File: config.mk
export PLATFORM = sky130hd
export DESIGN_NAME = irf_top
export DESIGN_NICKNAME = d
export VERILOG_FILES = /design/src/irf_pkg.sv /design/src/irf_target_mem.sv /design/src/irf_top.sv
export VERILOG_INCLUDE_DIRS = /design/src /design/src/src
export SDC_FILE = /design/constraint.sdc
export NUM_CORES = 2
export LEC_CHECK = 0
export BUFFER_PORTS_ARGS = -buffer_cell sky130_fd_sc_hd__buf_4
export CAP_MARGIN = 20
export CORE_MARGIN = 3
export CORE_UTILIZATION = 35
export DETAILED_ROUTE_END_ITERATION = 8
export SLEW_MARGIN = 10
export SYNTH_ARGS = -nofsm -noshare
export SYNTH_HDL_FRONTEND = slang
export SYNTH_SLANG_ARGS = --single-unit
File: constraint.sdc
create_clock -name clk_i -period 10.5 [get_ports clk_i]
set_clock_uncertainty 0.15 [all_clocks]
set_input_delay 0 -clock clk_i [delete_from_list [all_inputs] [get_ports clk_i]]
set_output_delay 0 -clock clk_i [all_outputs]
set_load 0.02 [all_outputs]
File: src/irf_consts.svh
`ifndef IRF_CONSTS_SVH
`define IRF_CONSTS_SVH

// Register byte offsets
`define IRF_CTRL_ADDR 8'h00
`define IRF_CMD_ADDR 8'h04
`define IRF_MOD_ADDR 8'h08
`define IRF_BKL_ADDR 8'h0c
`define IRF_ENC_ADDR 8'h10
`define IRF_STAT_ADDR 8'h14
`define IRF_POS_ADDR 8'h18
`define IRF_FOLLOW_ADDR 8'h1c
`define IRF_STILL_ADDR 8'h20
`define IRF_DECEL_ADDR 8'h24
`define IRF_TPOS_BASE 8'h40
`define IRF_TSPD_BASE 8'h60

// Field positions
`define IRF_CTRL_PMODE_LSB 0
`define IRF_CTRL_AXIS_BIT 2
`define IRF_CTRL_SDIR_BIT 3
`define IRF_CTRL_RMODE_LSB 4
`define IRF_CMD_ABS_BIT 0
`define IRF_STAT_REF_BIT 0
`define IRF_STAT_ADJ_BIT 1
`define IRF_STAT_HOMED_BIT 2
`define IRF_STAT_DIR_BIT 3
`define IRF_STAT_RUN_BIT 4
`define IRF_STAT_LOCK_BIT 5

// Reset values
`define IRF_PMODE_RST 2'h0
`define IRF_AXIS_RST 1'h0
`define IRF_SDIR_RST 1'h0
`define IRF_RMODE_RST 3'h1
`define IRF_MOD_RST 32'h00057e40
`define IRF_BKL_RST 32'h00000000
`define IRF_ENC_RST 32'h00000800
`define IRF_TPOS_RST 32'h00000000
`define IRF_TSPD_RST 32'h00000258

// Value ranges
`define IRF_TPOS_MIN 32'h800003e8
`define IRF_TPOS_MAX 32'h7ffffc17
`define IRF_TSPD_MIN 32'h00000001
`define IRF_TSPD_MAX 32'h02625a00
`define IRF_MOD_MIN 32'h00000001
`define IRF_MOD_MAX 32'h7ffffc17
`define IRF_BKL_MIN 32'hfffcf2c0
`define IRF_BKL_MAX 32'h00030d40
`define IRF_RMODE_MAX 3'h4
`define IRF_DECEL_MAX 32'h001e8480

// Derived limit scaling
`define IRF_FOLLOW_SHIFT 3
`define IRF_STILL_SHIFT 4
`define IRF_DECEL_SHIFT 1

`endif

File: src/irf_pkg.sv
package irf_pkg;
	// Bus data-phase states
	typedef enum logic [3:0] {
		IRF_DP_IDLE = 4'b0001,
		IRF_DP_WR = 4'b0010,
		IRF_DP_RWAIT = 4'b0100,
		IRF_DP_RDONE = 4'b1000
	} irf_dphase_t;

	// Positioning modes
	typedef enum logic [1:0] {
		IRF_PM_INCR = 2'h0,
		IRF_PM_ABS = 2'h1,
		IRF_PM_ABS_POS = 2'h2,
		IRF_PM_ABS_NEG = 2'h3
	} irf_pmode_t;
endpackage

File: src/irf_target_mem.sv
`timescale 1ns/1ps
`include "irf_consts.svh"
module irf_target_mem (
	// Clock and reset
	input wire logic clk_i,
	input wire logic rst_n_i,
	// Write port
	input wire logic we_i,
	input wire logic wsel_spd_i,
	input wire logic [2:0] waddr_i,
	input wire logic [31:0] wdata_i,
	// Bus read port
	input wire logic [2:0] raddr_a_i,
	input wire logic rsel_spd_a_i,
	output logic [31:0] rdata_a_o,
	// Motion read port
	input wire logic [2:0] raddr_b_i,
	output logic [31:0] rpos_b_o,
	output logic [31:0] rspd_b_o
);
	import irf_pkg::*;

	logic [31:0] tpos [8];
	logic [31:0] tspd [8];

	genvar gi;
	generate
		for (gi = 0; gi < 8; gi++) begin : g_entry
			always_ff @(posedge clk_i) begin
				if (!rst_n_i) begin
					tpos[gi] <= `IRF_TPOS_RST;
					tspd[gi] <= `IRF_TSPD_RST;
				end else if (we_i && waddr_i == 3'(gi)) begin
					if (wsel_spd_i) begin
						tspd[gi] <= wdata_i;
					end else begin
						tpos[gi] <= wdata_i;
					end
				end
			end
		end
	endgenerate

	// Registered read ports
	always_ff @(posedge clk_i) begin
		if (!rst_n_i) begin
			rdata_a_o <= 32'h0;
			rpos_b_o <= 32'h0;
			rspd_b_o <= 32'h0;
		end else begin
			rdata_a_o <= rsel_spd_a_i ? tspd[raddr_a_i] : tpos[raddr_a_i];
			rpos_b_o <= tpos[raddr_b_i];
			rspd_b_o <= tspd[raddr_b_i];
		end
	end
endmodule

File: src/irf_top.sv
`timescale 1ns/1ps
`include "irf_consts.svh"
module irf_top (
	// Clock and reset
	input wire logic clk_i,
	input wire logic rst_n_i,
	// AHB-Lite slave
	input wire logic hsel_i,
	input wire logic [31:0] haddr_i,
	input wire logic [1:0] htrans_i,
	input wire logic hwrite_i,
	input wire logic [2:0] hsize_i,
	input wire logic [31:0] hwdata_i,
	input wire logic hready_i,
	output logic hreadyout_o,
	output logic hresp_o,
	output logic [31:0] hrdata_o,
	// Drive pins
	input wire logic reference_input_i,
	input wire logic referencing_start_input_i,
	input wire logic enc_step_i,
	input wire logic enc_dir_i,
	input wire logic internal_position_mode_i,
	input wire logic abs_encoder_i,
	// Motion side
	input wire logic [2:0] tgt_sel_i,
	output logic [31:0] fixed_target_position_o,
	output logic [31:0] fixed_target_speed_o,
	output logic [31:0] act_pos_o,
	output irf_pkg::irf_pmode_t eff_pos_mode_o,
	output logic referenced_o,
	output logic homing_run_o,
	output logic [2:0] referencing_mode_o,
	output logic [31:0] max_decel_limit_o
);
	import irf_pkg::*;

	irf_dphase_t dph;
	logic [7:0] dph_addr;
	logic [5:0] sync1;
	logic [5:0] sync2;
	logic [2:0] prev;
	logic [1:0] positioning_mode_sel;
	logic axis_type_sel;
	logic search_start_direction;
	logic [2:0] referencing_mode_sel;
	logic [31:0] modulo_range;
	logic [31:0] backlash_amount;
	logic [31:0] enc_res;
	logic [31:0] follow_limit;
	logic [31:0] still_limit;
	logic [31:0] rd_reg;
	logic rd_mem;
	logic [31:0] mem_rdata;
	logic referenced;
	logic adjusted;
	logic last_dir;
	logic homing_run;
	logic [31:0] act_pos;
	logic [31:0] next_pos;
	logic addr_take;
	logic wr_en;
	logic wr_ctrl;
	logic wr_mod;
	logic abs_cmd;
	logic ref_s;
	logic referencing_start_input_s;
	logic step_s;
	logic dir_s;
	logic internal_position_mode_s;
	logic absenc_s;
	logic ref_edge;
	logic referencing_start_input_edge;
	logic step_ev;
	logic zero_ev;
	logic homed;
	logic rmode_lock;
	logic [2:0] new_rmode;
	logic mem_we;
	logic signed [32:0] acc;
	logic signed [32:0] bkl_ext;
	logic signed [32:0] mod_ext;

	// Input synchronisers, two stages each
	always_ff @(posedge clk_i) begin
		if (!rst_n_i) begin
			sync1 <= 6'h0;
			sync2 <= 6'h0;
		end else begin
			sync1 <= {abs_encoder_i, internal_position_mode_i, enc_dir_i, enc_step_i,
				referencing_start_input_i, reference_input_i};
			sync2 <= sync1;
		end
	end

	assign ref_s = sync2[0];
	assign referencing_start_input_s = sync2[1];
	assign step_s = sync2[2];
	assign dir_s = sync2[3];
	assign internal_position_mode_s = sync2[4];
	assign absenc_s = sync2[5];

	always_ff @(posedge clk_i) begin
		if (!rst_n_i) begin
			prev <= 3'h0;
		end else begin
			prev <= {step_s, referencing_start_input_s, ref_s};
		end
	end

	assign ref_edge = ref_s && !prev[0];
	assign referencing_start_input_edge = referencing_start_input_s && !prev[1];
	assign step_ev = step_s && !prev[2];

	// Bus address phase and write strobes
	assign addr_take = hsel_i && htrans_i[1] && hready_i;
	assign wr_en = (dph == IRF_DP_WR);
	assign wr_ctrl = wr_en && dph_addr == `IRF_CTRL_ADDR;
	assign wr_mod = wr_en && dph_addr == `IRF_MOD_ADDR;
	assign abs_cmd = wr_en && dph_addr == `IRF_CMD_ADDR && hwdata_i[`IRF_CMD_ABS_BIT] && absenc_s;
	assign mem_we = wr_en && dph_addr[7:6] == 2'h1 && (dph_addr[5]
		? (hwdata_i >= `IRF_TSPD_MIN && hwdata_i <= `IRF_TSPD_MAX)
		: ($signed(hwdata_i) >= $signed(`IRF_TPOS_MIN)
		&& $signed(hwdata_i) <= $signed(`IRF_TPOS_MAX)));

	// Reads take one wait state so prior writes are seen
	assign hreadyout_o = (dph != IRF_DP_RWAIT);
	assign hresp_o = 1'b0;
	assign hrdata_o = rd_mem ? mem_rdata : rd_reg;

	// Data-phase state machine
	always_ff @(posedge clk_i) begin
		if (!rst_n_i) begin
			dph <= IRF_DP_IDLE;
			dph_addr <= 8'h0;
		end else begin
			case (dph)
				IRF_DP_RWAIT: begin
					dph <= IRF_DP_RDONE;
				end
				default: begin
					if (addr_take) begin
						dph <= hwrite_i ? IRF_DP_WR : IRF_DP_RWAIT;
						dph_addr <= {haddr_i[7:2], 2'h0};
					end else begin
						dph <= IRF_DP_IDLE;
					end
				end
			endcase
		end
	end

	// Read data capture, unmapped reads as zero
	always_ff @(posedge clk_i) begin
		if (!rst_n_i) begin
			rd_reg <= 32'h0;
			rd_mem <= 1'b0;
		end else if (dph == IRF_DP_RWAIT) begin
			rd_mem <= (dph_addr[7:6] == 2'h1);
			if (dph_addr == `IRF_CTRL_ADDR) begin
				rd_reg <= {25'h0, referencing_mode_sel, search_start_direction,
					axis_type_sel, positioning_mode_sel};
			end else if (dph_addr == `IRF_MOD_ADDR) begin
				rd_reg <= modulo_range;
			end else if (dph_addr == `IRF_BKL_ADDR) begin
				rd_reg <= backlash_amount;
			end else if (dph_addr == `IRF_ENC_ADDR) begin
				rd_reg <= enc_res;
			end else if (dph_addr == `IRF_STAT_ADDR) begin
				rd_reg <= {26'h0, rmode_lock, homing_run, last_dir, homed, adjusted, referenced};
			end else if (dph_addr == `IRF_POS_ADDR) begin
				rd_reg <= act_pos;
			end else if (dph_addr == `IRF_FOLLOW_ADDR) begin
				rd_reg <= follow_limit;
			end else if (dph_addr == `IRF_STILL_ADDR) begin
				rd_reg <= still_limit;
			end else if (dph_addr == `IRF_DECEL_ADDR) begin
				rd_reg <= max_decel_limit_o;
			end else begin
				rd_reg <= 32'h0;
			end
		end
	end

	// Target table
	irf_target_mem u_mem (
		.clk_i(clk_i),
		.rst_n_i(rst_n_i),
		.we_i(mem_we),
		.wsel_spd_i(dph_addr[5]),
		.waddr_i(dph_addr[4:2]),
		.wdata_i(hwdata_i),
		.raddr_a_i(dph_addr[4:2]),
		.rsel_spd_a_i(dph_addr[5]),
		.rdata_a_o(mem_rdata),
		.raddr_b_i(tgt_sel_i),
		.rpos_b_o(fixed_target_position_o),
		.rspd_b_o(fixed_target_speed_o)
	);

	// Homed status and referencing mode lock
	assign homed = absenc_s ? adjusted : referenced;
	assign rmode_lock = absenc_s && adjusted;
	assign new_rmode = hwdata_i[`IRF_CTRL_RMODE_LSB +: 3];

	// Configuration registers
	always_ff @(posedge clk_i) begin
		if (!rst_n_i) begin
			positioning_mode_sel <= `IRF_PMODE_RST;
			axis_type_sel <= `IRF_AXIS_RST;
			search_start_direction <= `IRF_SDIR_RST;
			referencing_mode_sel <= `IRF_RMODE_RST;
		end else if (wr_ctrl) begin
			positioning_mode_sel <= hwdata_i[`IRF_CTRL_PMODE_LSB +: 2];
			axis_type_sel <= hwdata_i[`IRF_CTRL_AXIS_BIT];
			search_start_direction <= hwdata_i[`IRF_CTRL_SDIR_BIT];
			if (internal_position_mode_s && new_rmode <= `IRF_RMODE_MAX && !(rmode_lock && new_rmode != 3'h0)) begin
				referencing_mode_sel <= new_rmode;
			end
		end
	end

	// Range-checked numeric settings
	always_ff @(posedge clk_i) begin
		if (!rst_n_i) begin
			modulo_range <= `IRF_MOD_RST;
			backlash_amount <= `IRF_BKL_RST;
			enc_res <= `IRF_ENC_RST;
		end else if (wr_en) begin
			if (dph_addr == `IRF_MOD_ADDR && hwdata_i >= `IRF_MOD_MIN
				&& hwdata_i <= `IRF_MOD_MAX) begin
				modulo_range <= hwdata_i;
			end
			if (dph_addr == `IRF_BKL_ADDR && $signed(hwdata_i) >= $signed(`IRF_BKL_MIN)
				&& $signed(hwdata_i) <= $signed(`IRF_BKL_MAX)) begin
				backlash_amount <= hwdata_i;
			end
			if (dph_addr == `IRF_ENC_ADDR && hwdata_i != 32'h0) begin
				enc_res <= hwdata_i;
			end
		end
	end

	always_ff @(posedge clk_i) begin
		if (!rst_n_i) begin
			follow_limit <= 32'h0;
			still_limit <= 32'h0;
			max_decel_limit_o <= 32'h0;
		end else begin
			follow_limit <= enc_res << `IRF_FOLLOW_SHIFT;
			still_limit <= (enc_res >> `IRF_STILL_SHIFT) | 32'h1;
			max_decel_limit_o <= ((enc_res << `IRF_DECEL_SHIFT) > `IRF_DECEL_MAX)
				? `IRF_DECEL_MAX : (enc_res << `IRF_DECEL_SHIFT);
		end
	end

	assign zero_ev = ref_edge && internal_position_mode_s && referencing_mode_sel == 3'h0;

	// Referenced and adjusted flags, set wins over clear
	always_ff @(posedge clk_i) begin
		if (!rst_n_i) begin
			referenced <= 1'b0;
			adjusted <= 1'b0;
		end else begin
			if (wr_ctrl && hwdata_i[`IRF_CTRL_AXIS_BIT] != axis_type_sel) begin
				referenced <= 1'b0;
			end
			if (zero_ev) begin
				referenced <= 1'b1;
			end
			if (abs_cmd) begin
				adjusted <= 1'b1;
			end
		end
	end

	// Position arithmetic
	assign bkl_ext = {backlash_amount[31], backlash_amount};
	assign mod_ext = {1'b0, modulo_range};
	always_comb begin
		acc = {act_pos[31], act_pos};
		if (step_ev) begin
			acc = dir_s ? acc + 33'sd1 : acc - 33'sd1;
			if (homed && dir_s != last_dir) begin
				acc = dir_s ? acc + bkl_ext : acc - bkl_ext;
			end
		end
		if (axis_type_sel) begin
			if (acc >= mod_ext) begin
				acc = acc - mod_ext;
			end else if (acc < 33'sd0) begin
				acc = acc + mod_ext;
			end
		end
		if (zero_ev || abs_cmd) begin
			acc = 33'sd0;
		end
		next_pos = acc[31:0];
	end

	// Actual position register
	always_ff @(posedge clk_i) begin
		if (!rst_n_i) begin
			act_pos <= 32'h0;
		end else begin
			act_pos <= next_pos;
		end
	end

	// Traversing direction memory
	always_ff @(posedge clk_i) begin
		if (!rst_n_i) begin
			last_dir <= 1'b0;
		end else if (zero_ev || abs_cmd) begin
			last_dir <= search_start_direction;
		end else if (step_ev) begin
			last_dir <= dir_s;
		end
	end

	always_ff @(posedge clk_i) begin
		if (!rst_n_i) begin
			homing_run <= 1'b0;
		end else if (!referencing_start_input_s) begin
			homing_run <= 1'b0;
		end else if (referencing_start_input_edge && internal_position_mode_s && referencing_mode_sel != 3'h0 && !rmode_lock) begin
			homing_run <= 1'b1;
		end
	end

	always_comb begin
		if (!homed) begin
			eff_pos_mode_o = IRF_PM_INCR;
		end else if (positioning_mode_sel[1] && !axis_type_sel) begin
			eff_pos_mode_o = IRF_PM_ABS;
		end else begin
			eff_pos_mode_o = irf_pmode_t'(positioning_mode_sel);
		end
	end

	assign act_pos_o = act_pos;
	assign referenced_o = homed;
	assign homing_run_o = homing_run;
	assign referencing_mode_o = referencing_mode_sel;

	// Assertions
	a_zero_on_ref: assert property (@(posedge clk_i) disable iff (!rst_n_i)
		zero_ev |=> act_pos == 32'h0 && referenced)
		else $error("position not zeroed by reference edge");
	a_rmode_locked: assert property (@(posedge clk_i) disable iff (!rst_n_i)
		wr_ctrl && !internal_position_mode_s |=> $stable(referencing_mode_sel))
		else $error("referencing mode changed outside position mode");
	a_abs_gate: assert property (@(posedge clk_i) disable iff (!rst_n_i)
		eff_pos_mode_o != IRF_PM_INCR |-> homed)
		else $error("absolute mode while not homed");
	a_abs_lock: assert property (@(posedge clk_i) disable iff (!rst_n_i)
		rmode_lock && wr_ctrl && new_rmode != 3'h0 |=> $stable(referencing_mode_sel))
		else $error("locked referencing mode accepted");
	a_modulo_wrap: assert property (@(posedge clk_i) disable iff (!rst_n_i)
		axis_type_sel && !homed && !wr_en && act_pos < modulo_range && !act_pos[31]
		|=> act_pos < modulo_range && !act_pos[31])
		else $error("modulo position left its range");
	a_no_bkl_unhomed: assert property (@(posedge clk_i) disable iff (!rst_n_i)
		step_ev && dir_s && !homed && !axis_type_sel && !zero_ev && !abs_cmd
		|=> act_pos == $past(act_pos) + 32'h1)
		else $error("backlash applied before homing");
	a_bkl_apply: assert property (@(posedge clk_i) disable iff (!rst_n_i)
		step_ev && dir_s && !last_dir && homed && !axis_type_sel && !zero_ev && !abs_cmd
		|=> act_pos == $past(act_pos) + 32'h1 + $past(backlash_amount))
		else $error("backlash not applied on reversal");
	a_dir_armed: assert property (@(posedge clk_i) disable iff (!rst_n_i)
		zero_ev |=> last_dir == $past(search_start_direction))
		else $error("direction not armed after referencing");
	a_run_stop: assert property (@(posedge clk_i) disable iff (!rst_n_i)
		homing_run && !referencing_start_input_s |=> !homing_run)
		else $error("search run kept with start input low");
	a_axis_reref: assert property (@(posedge clk_i) disable iff (!rst_n_i)
		wr_ctrl && hwdata_i[`IRF_CTRL_AXIS_BIT] != axis_type_sel && !zero_ev
		|=> !referenced)
		else $error("referenced kept after axis change");
endmodule

* Word-level counts from Yosys, hierarchy flattened
Memories as Yosys holds them, arrays and structs flattened. A register that Yosys moved wholly into a read port is not among the register bits.
Cells that the tools add are included.
** Word-level totals
- Register bits :: 325
- Bits in writable memories :: 512
- Logic and storage cells :: 253
- Memories :: 2
** Cells by class
- $add $sub $neg :: 6
- Order comparisons :: 11
- Equality and inequality tests :: 22
- Mux-type cells :: 102
- Bitwise gates (word level) :: 19
- Reductions and logical operators :: 64
** Memories
- u_mem.tpos :: depth 8, bits a word 32, rd ports 2, clocked after memory_dff 2, wr ports 8, line irf_target_mem.sv:23 : logic [31:0] tpos [8];
- u_mem.tspd :: depth 8, bits a word 32, rd ports 2, clocked after memory_dff 2, wr ports 8, line irf_target_mem.sv:24 : logic [31:0] tspd [8];
** Operators by type and width (count)
- $mux 32 :: 30
- $mux 33 :: 4
- $mux 1 :: 58
- $logic_and 1x1->1 :: 38
- $add 32x2->33 const B :: 1
- $add 33x32->33 :: 1
- $ge 33x33->1 :: 1
- $lt 33x1->1 const B :: 1
- $sub 32x2->33 const B :: 1
- $sub 33x32->33 :: 1
- $add 32x32->32 :: 1
- $ge 32x1->1 const B :: 1
- $ge 32x19->1 const B :: 1
- $ge 32x32->1 const B :: 1
- $gt 32x21->1 const B :: 1
- $le 32x19->1 const B :: 1
- $le 32x26->1 const B :: 1
- $le 32x31->1 const B :: 1
- $le 32x32->1 const B :: 1
- $reduce_bool 32->1 :: 1
- $sub 32x32->32 :: 1
- $eq 6x3->1 const B :: 4
- $mux 21 :: 1
- $mux 3 :: 6
- other kinds (25) :: 66

* Depth between registers and ports, before layout
- Word-level depth :: 10
- Mapped depth :: 36

* Cells and area by module
From an unflattened synthesis, not the netlist that was laid out.
** Unflattened totals
- Cell total of the unflattened synthesis :: 4430
- Area total of the unflattened synthesis :: 48729.2 µm²
** Modules (own cells, without submodules)
- irf_target_mem :: times used 1, cells an instance 2076, area an instance 29689.7 µm², seq. area each 17296.6 µm²
- irf_top :: times used 1, cells an instance 2354, area an instance 19039.5 µm², seq. area each 5225.0 µm²

* Least setup slack after synthesis
No wires, ideal clock.
- Path kind :: flip-flop to flip-flop
- Start point :: register sync2[3]
- End point :: register act_pos[18], in the netlist act_pos_o[18]
- Setup time :: 0.079 ns
- Arrival time :: 7.534 ns
- Required time :: 10.271 ns
- Setup slack :: 2.736 ns
- Stages on the path, launching flop included :: 36
- Period minus slack after synthesis :: 7.764 ns
- Path through :: dfxtp_1 > clkbuf_1 > clkbuf_1 > inv_1 > ha_1 > a21o_1 > a21o_1 > a21oi_1 > nand2_1 > a21o_1 > a21oi_1 > xnor2_1 > ha_1 > clkbuf_1 > nand4_1 > nor4_1 > nand3_1 > a211o_1 > nand3_1 > xnor2_1 > nor2_1 > a21oi_1 > o21ai_0 > ha_1 > clkbuf_1 > a21o_1 > a21o_1 > a2111oi_0 > nor3_1 > a21oi_1 > o21bai_1 > a221o_1 > and4_4 > buf_6 > a221o_1 > a211oi_2
** On the way
- Word-level cells in the longest chain between the ends :: 9
** RTL lines
- start: declaration :: line irf_top.sv:41 : logic [5:0] sync2;
- start signal: assignment :: line irf_top.sv:92 : sync2 <= sync1;
- $mux 33 :: line irf_top.sv:283 : acc = dir_s ? acc + 33'sd1 : acc - 33'sd1;
- $sub 33x32->33 / $add 33x32->33 (equally long branches) :: line irf_top.sv:285 : acc = dir_s ? acc + bkl_ext : acc - bkl_ext;
- $mux 33 :: line irf_top.sv:285
- $mux 33 * :: line irf_top.sv:284 : if (homed && dir_s != last_dir) begin
- $mux 33 * :: line irf_top.sv:282 : if (step_ev) begin
- $add 32x32->32 / $lt 33x1->1 (equally long branches) :: line irf_top.sv:292, irf_top.sv:291
- $mux 32 :: line irf_top.sv:291 : end else if (acc < 33'sd0) begin
- $mux 32 :: line irf_top.sv:289 : if (acc >= mod_ext) begin
- $mux 32 * :: line irf_top.sv:288 : if (axis_type_sel) begin
- end signal: assignment :: line irf_top.sv:306 : act_pos <= next_pos;
- end: declaration :: line irf_top.sv:59 : logic [31:0] act_pos;
Every way passes the cells marked *; elsewhere a longest branch is shown, timed or not.
A chain may end at the register's enable or synchronous reset.

* Worst setup path in the final report
- Start point :: register sync2[3]
- End point :: register act_pos[6], in the netlist act_pos_o[6]
The elaborated chain is that of the path after synthesis.

==> impl_metrics.py <==
metrics = {
    "clock_network": {
        "clkTransAtPathRegs_ps": 60,
        "cts_hold_buf": 68,
        "cts_max_level": 3,
        "clock-sinks": 872,
        "cts-resized-gates": 0,
        "cts_buffer_depth": 3,
        "cts_tree": "built",
        "clk_latency_ps": 690,
        "cts_setup_buffers": 0,
        "numCtsBuffers": 96,
        "clockRootBuffer": "clkbuf_16",
    },
    "power": {
        "intPower_mw": 6.19,
        "p_comb_share_pct": 15.9,
        "pwr-share-seq_pct": 44.6,
        "switchingPower_mw": 2.35,
        "power.density_mw_per_mm2": 156,
        "p_leak_nw": 21.0,
        "switching_share_pct": 27.5,
        "clock_power_share_pct": 39.5,
        "irDropWorstVdd_mv": 0.152,
    },
    "hold_path": {
        "hold_class": "in -> reg",
    },
    "global_route": {
        "grtUsageTotal_pct": 23.6,
        "grt_max_degree": 86,
        "grt.overflow.total": 0,
        "antenna_found_initial": 12,
        "grt_pass1_wl_um": 243000,
        "grt_pass1_vias": 34300,
    },
    "run": {
        "maxCapViolations": 0,
    },
    "sta": {
        "drv_slew": 0,
        "relSlewSlack_pct": 22.0,
        "worst_slack_ps": 1530,
        "finalCritPeriodShare_pct": 85.4,
        "rsz0062_at_grt": "false",
        "fin_crit_ps": 8970,
        "max_freq_mhz": 112,
        "tightestPinTransition_ps": 1170,
        "setup_violations": 0,
        "hold_viol": 0,
        "final.setup.tns_ps": 0,
    },
    "detailed_routing": {
        "wirelength_um": 169000,
        "wl_per_cell_um": 27.6,
        "vias": 35500,
        "dr.pass1.iters": 9,
        "viasPerCell": 5.78,
        "drcViolationCount": 0,
        "ant_nets": 0,
        "drt_first_iter_violations": 4224,
    },
    "synth": {
        "synth-seq-cells": 872,
        "synth_edf_count": 512,
        "ys.flop_type": "edfxtp_1",
        "synth.distinct_cells": 87,
        "syn_area_mm2": 0.0471,
        "postSynthCellCount": 4102,
        "ys_seq_area_share_pct": 47.9,
        "ys_warn_count": 0,
        "synth_area_per_cell_um2": 11.5,
        "async_flop_share_pct": 0,
    },
    "floorplan": {
        "die_x_um": 373,
        "die_area_mm2": 0.139,
        "io_pins": 252,
        "dieHeight_um": 373,
        "initial_utilization_pct": 35.5,
        "design.core.area_mm2": 0.133,
        "rows": 133,
    },
    "setup_path": {
        "slowest_stage": "nor4_1",
        "crit_arrival_ps": 9460,
        "slowest_delay_ps": 540,
        "cp_common_cell": "a21o_1",
        "worstPathMaxFanout": 15,
        "path_buf_inv": 2,
        "critPathTopFamily": "compound AO/OA/AOI/OAI gates",
        "worst_setup_path_start_kind": "flop",
        "crit_type": "reg -> reg",
        "cp.required_ps": 10990,
        "end_kind": "flop",
    },
    "final_layout": {
        "drive_gt1_share_pct": 19.1,
        "reg_top3": "u_mem.tpos (256), u_mem.tspd (256)",
        "area_growth_pct": 16.0,
        "final_common_cell": "and2_1",
        "mostFrequentLayoutCells": "and2_1 (517), edfxtp_1 (512), dfxtp_1 (355), mux4_2 (289), buf_4 (288)",
        "finish.net_count": 4514,
    },
    "run_status": {
        "status": "finished clean",
    },
    "placed_design": {
        "gp_congestion": 0.935,
        "dp_slack_ps": 1870,
        "dpl.hpwl_um": 112000,
        "port_buffers": 219,
    },
}
## kinds of logic (layout without fill, tap and decap cells)
group	Yosys count	after routing	synth area share [%]
AND/OR/NAND/NOR	1364	1364	15.2
flip-flops	872	872	47.9
AO/OA/AOI/OAI	742	742	10.4
multiplexers	449	449	17.3
buffers and inverters	429	647	3.49
adder cells (fa/ha/maj)	133	133	3.59
XOR/XNOR	112	112	2.08
other	1	71	0.00796
## power groups by stage
stage               Combinational, mW  Sequential [mW]  Clock, mW
detailed placement               1.32             3.88          0
global route                     1.46             3.82       3.54
global placement                 1.31             3.87          0
finish                           1.36             3.81       3.38
CTS                              1.34             3.81       3.41
floorplan                       0.885             3.88          0
## final cells by class
type	count	area, µm²
inverters	105	399
diodes	10	25.0
repair buffers	363	2910
clock inverters	51	465
multi-input cells	2861	23400
flip-flops and latches	872	22600
clock buffers	128	2650
well taps	1755	2200
fillers	12400	78000
## per-stage QoR
stage / utilization [%] / std cells / hold WS, ps / area (µm²) / power (mW)
finish: 41.2 / 6145 / 47.0 / 54700 / 8.54
CTS: 41.2 / 6131 / 8.89 / 54600 / 8.56
global placement: 38.3 / 5883 / 32.7 / 50800 / 5.19
global route: 41.2 / 6137 / 51.3 / 54600 / 8.82
floorplan: - / 4162 / -122 / 47300 / 4.76
detailed placement: 38.3 / 5884 / 46.3 / 50800 / 5.20
## tightest hold or removal path, cell delays in order
cell           delay, ps
buf_4                110
nand3_1              110
nor4_1                50
dlygate4sd3_1        550
## Yosys cell counts, types with 17 or more instances
cell      count  share of area, %
xnor2_1      63               1.2
mux2i_1     126               2.7
a221oi_1     42              0.78
a21oi_1     212               2.3
ha_1        128               3.4
nand2_1     244               1.9
buf_1        41              0.33
o21ai_0     137               1.5
o22ai_1      22              0.29
nand2b_1     24              0.32
nand4_1      25              0.33
a222oi_1     26              0.55
and2_1      517               6.9
a211oi_1     23              0.37
mux4_2      289                14
inv_1        99              0.79
edfxtp_1    512                33
nor3_1       56              0.59
or3_1        53              0.70
nand3_1      37              0.39
nor4_1       30              0.40
clkbuf_1    267               2.1
mux2_2       34              0.81
dfxtp_1     360                15
o21bai_1     24              0.38
xor2_1       49              0.91
a21o_1       49              0.78
nor2_1      294               2.3
o211ai_1     17              0.27
a31oi_1      53              0.70
## per-layer routing
metal	up-vias	wire length (µm)	GRT usage, %	share of wire [%]
li1	15600	-	-	-
met5	-	12	0	0.0071
met4	2	6350	8.14	3.7
met1	17800	71700	32.9	42
met3	304	16700	5.77	9.8
met2	1792	74700	36.0	44
## worst paths after layout
| check | slack (ps) | from | depth (start not counted) | endpoint |
|---|---|---|---|---|
| setup reg to reg | 1530 | sync2[3] | 31 | act_pos_o[6] |
| hold / removal | 50 | hready_i | 4 | dph[2] |
| setup / recovery | 1530 | sync2[3] | 31 | act_pos_o[6] |
| hold reg to reg | 280 | sync1[3] | 1 | sync2[3] |
(Power assumes the default switching activity.)
